$ cat config.mk
export PLATFORM = sky130hd
export DESIGN_NAME = ddr_low_power_mode_control
export DESIGN_NICKNAME = d
export VERILOG_FILES = /design/src/rtl/ddr_lp_pkg.sv /design/src/rtl/ddr_low_power_mode_control.sv
export VERILOG_INCLUDE_DIRS = /design/src /design/src/rtl
export SDC_FILE = /design/constraint.sdc
export NUM_CORES = 1
export LEC_CHECK = 0
export BUFFER_PORTS_ARGS = -buffer_cell sky130_fd_sc_hd__buf_4
export CAP_MARGIN = 5
export CORE_MARGIN = 2
export CORE_UTILIZATION = 40
export CTS_BUF_LIST = sky130_fd_sc_hd__clkbuf_8
export DETAILED_ROUTE_END_ITERATION = 6
export HOLD_SLACK_MARGIN = 0.05
export PLACE_DENSITY = 0.73
export RECOVER_POWER = 50
export SETUP_SLACK_MARGIN = 0.05
export SLEW_MARGIN = 20
export SYNTH_ARGS = -nofsm -noshare
export SYNTH_HDL_FRONTEND = slang
export SYNTH_SLANG_ARGS = --single-unit
export TNS_END_PERCENT = 1
$ cat constraint.sdc
create_clock -name sys_clk_i -period 1.4 [get_ports sys_clk_i]
set_input_delay 0.07 -clock sys_clk_i [delete_from_list [all_inputs] [get_ports sys_clk_i]]
set_output_delay 0.07 -clock sys_clk_i [all_outputs]
set_load 0.03 [all_outputs]
$ cat src/rtl/ddr_lp_consts.svh
`ifndef DDR_LP_CONSTS_SVH
`define DDR_LP_CONSTS_SVH
// register indices
`define REG_LP_SELECT 4'h0
`define REG_SELF_REFRESH_REQ 4'h1
`define REG_PAD_CTRL 4'h2
`define REG_PHY_RST 4'h3
`define REG_STATUS 4'h4
// low-power select codes (one-hot; LP_NONE is all zero)
`define LP_PD 5'h10
`define LP_PD_CG 5'h08
`define LP_SR 5'h04
`define LP_SR_CG 5'h02
`define LP_SR_CCG 5'h01
`define LP_NONE 5'h00
// pad control fields
`define PAD_EN_BIT 0
`define PAD_SREN_BIT 1
`define PAD_RSTEN_BIT 2
`define PAD_DQSDIS_BIT 3
`define PAD_RESET 4'h1
`endif

$ cat src/rtl/ddr_lp_pkg.sv
package ddr_lp_pkg;
  typedef enum logic [2:0] {
    ST_NORMAL, ST_PD, ST_PD_CG, ST_SR, ST_SR_CG, ST_SR_CCG
  } lp_state_t;
  typedef struct packed {
    logic mem_clk_en;
    logic mem_cke;
    logic self_refresh;
    logic ctrl_clk_gated;
  } mem_ctl_t;
endpackage

$ cat src/rtl/ddr_low_power_mode_control.sv
// Our own choices: the address-and-strobe port and the register addresses.
`timescale 1ns/10ps
`include "ddr_lp_consts.svh"
// How it works
// - five low-power states; power-down loses data, self-refresh keeps it
// - code 0x10 is power-down, 0x08 power-down with memory clock gated
// - code 0x04 is self-refresh, 0x02 self-refresh with clock gated
// - code 0x01 is lpddr only and refused from a software write
module ddr_low_power_mode_control
  import ddr_lp_pkg::*;
#(
  parameter bit IS_LPDDR = 1'b1
)
(
  input wire logic sys_clk_i,
  input wire logic rstn_i,
  input wire logic [3:0] addr_i,
  input wire logic [7:0] wdata_i,
  input wire logic wr_i,
  input wire logic rd_i,
  input wire logic auto_deep_lp_i,
  output logic [7:0] rdata_o,
  output mem_ctl_t mem_ctl_o,
  output logic cmd_hold_o,
  output logic data_retained_o,
  output logic [3:0] pad_ctrl_o,
  output logic phy_rst_o
);

  // ------------------------------------------------------------
  // register writes
  // ------------------------------------------------------------
  logic [4:0] low_power_select_field_q;
  logic self_refresh_request_q;
  logic [3:0] pad_q;
  logic phy_rst_q;
  lp_state_t state_q;
  lp_state_t state_d;

  function automatic logic is_onehot0(input logic [4:0] v);
    return (v & (v - 5'h01)) == 5'h00;
  endfunction

  // the 0x01 code may only come from the hardware deep-sleep path
  always_ff @(posedge sys_clk_i or negedge rstn_i)
  begin
    if (!rstn_i)
      low_power_select_field_q <= `LP_NONE;
    else if (wr_i && addr_i == `REG_LP_SELECT)
    begin
      // illegal multi-bit and manual 0x01 writes are ignored
      if (is_onehot0(wdata_i[4:0])
          && wdata_i[4:0] != `LP_SR_CCG)
        low_power_select_field_q <= wdata_i[4:0];
    end
    else if (auto_deep_lp_i && IS_LPDDR
             && low_power_select_field_q == `LP_NONE)
      low_power_select_field_q <= `LP_SR_CCG;
  end

  always_ff @(posedge sys_clk_i or negedge rstn_i)
  begin
    if (!rstn_i)
      self_refresh_request_q <= 1'b0;
    else if (wr_i && addr_i == `REG_SELF_REFRESH_REQ)
      self_refresh_request_q <= wdata_i[0];
  end

  always_ff @(posedge sys_clk_i or negedge rstn_i)
  begin
    if (!rstn_i)
      pad_q <= `PAD_RESET;
    else if (wr_i && addr_i == `REG_PAD_CTRL)
      pad_q <= wdata_i[3:0];
  end

  always_ff @(posedge sys_clk_i or negedge rstn_i)
  begin
    if (!rstn_i)
      phy_rst_q <= 1'b0;
    else if (wr_i && addr_i == `REG_PHY_RST)
      phy_rst_q <= wdata_i[0];
  end

  // ------------------------------------------------------------
  // low-power state
  // ------------------------------------------------------------
  always_comb
  begin
    unique case (low_power_select_field_q)
      `LP_PD: state_d = ST_PD;
      `LP_PD_CG: state_d = ST_PD_CG;
      `LP_SR: state_d = ST_SR;
      `LP_SR_CG: state_d = ST_SR_CG;
      `LP_SR_CCG: state_d = ST_SR_CCG;
      default: state_d = ST_NORMAL;
    endcase
    // a pending self-refresh request turns the normal state into self-refresh
    if (state_d == ST_NORMAL && self_refresh_request_q)
      state_d = ST_SR;
  end

  always_ff @(posedge sys_clk_i or negedge rstn_i)
  begin
    if (!rstn_i)
      state_q <= ST_NORMAL;
    else
      state_q <= state_d;
  end

  // ------------------------------------------------------------
  // outputs
  // ------------------------------------------------------------
  always_ff @(posedge sys_clk_i or negedge rstn_i)
  begin
    if (!rstn_i)
    begin
      mem_ctl_o <= '{mem_clk_en: 1'b1, mem_cke: 1'b1,
                     self_refresh: 1'b0, ctrl_clk_gated: 1'b0};
      cmd_hold_o <= 1'b0;
      data_retained_o <= 1'b1;
    end
    else
    begin
      mem_ctl_o.mem_clk_en <= !(state_d inside {ST_PD_CG, ST_SR_CG,
                                                ST_SR_CCG});
      mem_ctl_o.mem_cke <= state_d == ST_NORMAL;
      mem_ctl_o.self_refresh <= state_d inside {ST_SR, ST_SR_CG,
                                                ST_SR_CCG};
      mem_ctl_o.ctrl_clk_gated <= state_d == ST_SR_CCG;
      cmd_hold_o <= state_d != ST_NORMAL;
      data_retained_o <= !(state_d inside {ST_PD, ST_PD_CG});
    end
  end

  always_ff @(posedge sys_clk_i or negedge rstn_i)
  begin
    if (!rstn_i)
    begin
      pad_ctrl_o <= `PAD_RESET;
      phy_rst_o <= 1'b0;
    end
    else
    begin
      pad_ctrl_o <= pad_q;
      phy_rst_o <= phy_rst_q;
    end
  end

  // ------------------------------------------------------------
  // read port
  // ------------------------------------------------------------
  always_ff @(posedge sys_clk_i or negedge rstn_i)
  begin
    if (!rstn_i)
      rdata_o <= 8'h00;
    else if (rd_i)
    begin
      unique case (addr_i)
        `REG_LP_SELECT: rdata_o <= {3'h0, low_power_select_field_q};
        `REG_SELF_REFRESH_REQ: rdata_o <= {7'h00, self_refresh_request_q};
        `REG_PAD_CTRL: rdata_o <= {4'h0, pad_q};
        `REG_PHY_RST: rdata_o <= {7'h00, phy_rst_q};
        `REG_STATUS: rdata_o <= {4'h0, data_retained_o, cmd_hold_o,
                                 mem_ctl_o.self_refresh, mem_ctl_o.mem_cke};
        default: rdata_o <= 8'h00;
      endcase
    end
    else
      rdata_o <= 8'h00;
  end

  // ------------------------------------------------------------
  // checks
  // ------------------------------------------------------------
  a_no_manual_deep: assert property (
    @(posedge sys_clk_i) disable iff (!rstn_i)
    (wr_i && addr_i == `REG_LP_SELECT && wdata_i[4:0] == `LP_SR_CCG)
    |=> low_power_select_field_q != `LP_SR_CCG
    || $past(low_power_select_field_q) == `LP_SR_CCG)
    else $error("manual write entered deep mode");
  a_select_onehot: assert property (
    @(posedge sys_clk_i) disable iff (!rstn_i)
    is_onehot0(low_power_select_field_q))
    else $error("select not one-hot");
  a_hold_active: assert property (
    @(posedge sys_clk_i) disable iff (!rstn_i)
    (low_power_select_field_q != `LP_NONE) |=> cmd_hold_o)
    else $error("commands not held in low power");
  a_hold_release: assert property (
    @(posedge sys_clk_i) disable iff (!rstn_i)
    (low_power_select_field_q == `LP_NONE && !self_refresh_request_q)
    |=> !cmd_hold_o)
    else $error("hold stuck after exit");
  a_pd_clk_gate: assert property (
    @(posedge sys_clk_i) disable iff (!rstn_i)
    (low_power_select_field_q == `LP_PD_CG) |=> !mem_ctl_o.mem_clk_en
    && !mem_ctl_o.self_refresh)
    else $error("power-down clock gate wrong");
  a_pd_plain: assert property (
    @(posedge sys_clk_i) disable iff (!rstn_i)
    (low_power_select_field_q == `LP_PD) |=> mem_ctl_o.mem_clk_en
    && !data_retained_o)
    else $error("plain power-down wrong");
  a_sr_gate: assert property (
    @(posedge sys_clk_i) disable iff (!rstn_i)
    (low_power_select_field_q == `LP_SR_CG) |=> mem_ctl_o.self_refresh
    && !mem_ctl_o.mem_clk_en && !mem_ctl_o.ctrl_clk_gated)
    else $error("self-refresh gated wrong");
  a_sr_plain: assert property (
    @(posedge sys_clk_i) disable iff (!rstn_i)
    (low_power_select_field_q == `LP_SR) |=> mem_ctl_o.self_refresh
    && mem_ctl_o.mem_clk_en && data_retained_o)
    else $error("self-refresh wrong");
  a_pad_readback: assert property (
    @(posedge sys_clk_i) disable iff (!rstn_i)
    (wr_i && addr_i == `REG_PAD_CTRL) ##1 (rd_i && addr_i == `REG_PAD_CTRL)
    |=> rdata_o[3:0] == $past(wdata_i[3:0], 2))
    else $error("pad read-back mismatch");
  c_self_refresh_request_forced: cover property (@(posedge sys_clk_i) disable iff (!rstn_i)
    self_refresh_request_q && low_power_select_field_q == `LP_NONE);
  c_pd_loss: cover property (@(posedge sys_clk_i) disable iff (!rstn_i)
    !data_retained_o && cmd_hold_o);
  c_enter_sr_cg: cover property (@(posedge sys_clk_i) disable iff (!rstn_i)
    mem_ctl_o.self_refresh && !mem_ctl_o.mem_clk_en);
  c_deep: cover property (@(posedge sys_clk_i) disable iff (!rstn_i)
    mem_ctl_o.ctrl_clk_gated);
  c_exit: cover property (@(posedge sys_clk_i) disable iff (!rstn_i)
    cmd_hold_o ##1 !cmd_hold_o);
endmodule

==> flow_summary_export.csv <==
group,metric,value,unit
final_layout,diodes,0,
cts,post-cts-setup-buffers,0,
critical_path,crit_path_top_delay_cell,"or3b_2",
synthesis,synthesis.area,0.00131,mm^2
sta,setup_viol,0,
cts,ctsHtreeMaxLevel,1,
detailed_routing,drt_first_pass_iters,4,
outcome,status,"complete, no violations",
cts,clock_sinks,27,
detailed_routing,wl,2.58,mm
detailed_routing,wl_per_cell,13.7,um
synthesis,synth_edf_count,0,
power,cellPowerDensity,1270,mW/mm^2
synthesis,synthArstFlopShare,100,%
critical_path,crit_type,"reg -> reg",
cts,tritoncts,"yes",
power,p_total,2.07,mW
sta,slew_violations,0,
final_layout,final_cell_mix,"33 x buf_4, 21 x dfrtp_1, 8 x mux2_2, 6 x nand3b_1, 5 x nor2_1",
place,portBuffers,29,
sta,hold_viol_final,0,
die,fp-row-count,20,
detailed_routing,vias,972,
detailed_routing,drc,0,
cts,insertion_delay,270,ps
sta,finalCritPeriodShare,92.3,%
critical_path,path_delay_family,"simple AND/OR/NAND/NOR gates",
global_routing,track_usage,15.2,%
die,ios,36,
synthesis,yosysWarnings,0,
power,peakVddDrop,531,uV
critical_path,cp_data_required_time,1610,ps
place,gp_congestion,0.746,
synthesis,synthDistinctLibCells,38,
final_layout,multi_input_area,552,um^2
sta,relSlewSlack,56.6,%
die,dieHeight,61.3,um
critical_path,crit_arrival,1510,ps
critical_path,path_cells,"or3b_2 -> o211ai_1 -> a221o_1",
critical_path,end_kind,"flop",
sta,period_needed,1290,ps
critical_path,start_kind,"flop",
synthesis,synth_flop_cell,"dfrtp_1",
detailed_routing,drt-initial-drc-count,14,
final_layout,nFillCells,293,
cts,cts-buffers-inserted,3,
synthesis,synth-seq-cells,27,
synthesis,synthTopCellsByArea,"dfrtp_1 42%, dfstp_2 10%, mux2_2 6.9%",
synthesis,synth.largest_area_cell,"dfrtp_1",
job,maxCapViolCount,0,
cts,cts.clk_slew.worst_paths,90,ps
detailed_routing,via_per_inst,5.17,
final_layout,area_growth,24.5,%
final_layout,ff_latch_area,683,um^2
global_routing,grt_pass1_wl,4.20,mm
min_path,hp-class,"in -> reg",
critical_path,max_stage_delay,470,ps
die,fp.dieW,61.3,um
place,place_hpwl,1.92,mm
sta,worstMarginPinSlew,651,ps
critical_path,crit_fanout,7,
die,fp.dieArea,0.00375,mm^2
global_routing,grt_pass1_vias,876,
synthesis,syn-instance-count,111,
final_layout,nNetsFinal,162,
die,core,0.00308,mm^2
global_routing,grt_max_degree,28,
final_layout,drive_gt1_share,40.3,%
sta,fin_setup_tns,0,ps
synthesis,yosysSeqAreaShare,52.0,%
global_routing,antenna_found_initial,0,
critical_path,cp_num_buf_inv,0,
sta,fmax,0.774,GHz
synthesis,avgSynthCellArea,11.8,um^2
global_routing,grt_overflow_total,0,
final_layout,final_common_cell,"buf_4",
cts,clk_path_buf_depth,2,
power,p_leak,0.726,nW
detailed_routing,antenna_left,0,
sta,finalClockSkew,2.27,ps
sta,rsz0062_at_grt,"yes",
cts,cts_root_buffer,"clkbuf_8",
die,initial_core_util,42.6,%
synthesis,synth_top_area_share,42.0,%
area by class of cell:
cell class	count	share of cell area, %
clock buffer	3	2.53
clock inverter	1	0.230
inverter	3	0.690
multi-input combinational	72	33.8
sequential	27	41.8
tap	44	3.37
timing repair buffer	38	17.5
metal layers:
metal | global-route usage [%] | part of all wire [%] | vias up | wire (um)
met5 | 0 | 0 | - | 0
met4 | 6.52 | 1.5 | 0 | 38
met3 | 0.840 | 4.2 | 4 | 108
met2 | 24.0 | 47 | 33 | 1200
met1 | 21.7 | 48 | 466 | 1230
li1 | - | - | 469 | -
timing repair:
| item | CTS | global route |
|---|---|---|
| setup endpoints to repair | 0 | 4 |
| endpoints found under the hold margin | 29 | 0 |
| hold buffers | 3 | 0 |
| gates resized for setup | 0 | 1 |
path summary, 6_finish.rpt:
| kind | start | cells after the start | to | slack [ps] |
|---|---|---|---|---|
| worst max-delay path | low_power_select_field_q[0]$_DFFE_PN0P_ | 3 | cmd_hold_o$_DFF_PN0_ | 110 |
| worst max register to register | low_power_select_field_q[0]$_DFFE_PN0P_ | 3 | cmd_hold_o$_DFF_PN0_ | 110 |
| min in group asynchronous | rstn_i | 2 | rdata_o[0]$_DFF_PN0_ | 350 |
| max in group asynchronous | rstn_i | 2 | low_power_select_field_q[0]$_DFFE_PN0P_ | 580 |
| worst min-delay path | rd_i | 2 | rdata_o[4]$_DFF_PN0_ | 50 |
| worst min register to register | pad_q[0]$_DFFE_PN1P_ | 0 | pad_ctrl_o[0]$_DFF_PN1_ | 390 |
synth_stat cells, types with 2 or more instances:
cell	n
a211o_2	2
o21ai_0	3
nand3b_1	6
nor4_1	4
buf_4	4
buf_2	5
inv_1	3
nor2_1	5
xnor2_1	2
clkbuf_1	2
o211ai_1	2
dfstp_2	5
mux2_2	8
a32oi_1	2
dfrtp_1	22
a21oi_1	3
nand2_1	4
nand3_1	4
a211oi_1	2
or4_1	2
mux2_4	4
metrics by stage:
step	instances	utilization [%]	setup slack (ps)	area (um^2)	hold slack, ps
floorplan	113	-	207	1320	-226
global placement	181	51.1	121	1570	-8.02
global route	188	53.0	25.0	1630	52.3
CTS	188	53.6	81.2	1650	50.6
detailed placement	181	51.1	99.9	1570	-2.61
finish	188	53.0	108	1630	52.2
kinds of logic after synthesis:
group,Yosys count,share of synthesized area [%]
and+or+nand+nor,32,15.1
DFF,27,52.0
AOI/OAI and AO/OA,21,12.8
buffers and inverters,14,5.63
muxes,13,12.2
xor gates and xnor gates,3,2.00
other,1,0.286
flip-flops by register name, indices dropped and copies added, names as in the netlist:
register and flops:
pad_q 4, self_refresh_request_q 1, pad_ctrl_o 4, phy_rst_o 1, data_retained_o 1, phy_rst_q 1
cmd_hold_o 1, mem_ctl_o 4, rdata_o 5, low_power_select_field_q 5
power breakdown:
| part | internal [mW] | switching, mW | leakage, nW | total (mW) |
|---|---|---|---|---|
| sequential | 0.931 | 0.0863 | 0.326 | 1.02 |
| combinational | 0.271 | 0.346 | 0.374 | 0.617 |
| clock | 0.197 | 0.237 | 0.0269 | 0.433 |
| total | 1.40 | 0.669 | 0.726 | 2.07 |
No activity file was read; power rests on OpenSTA's default activity.
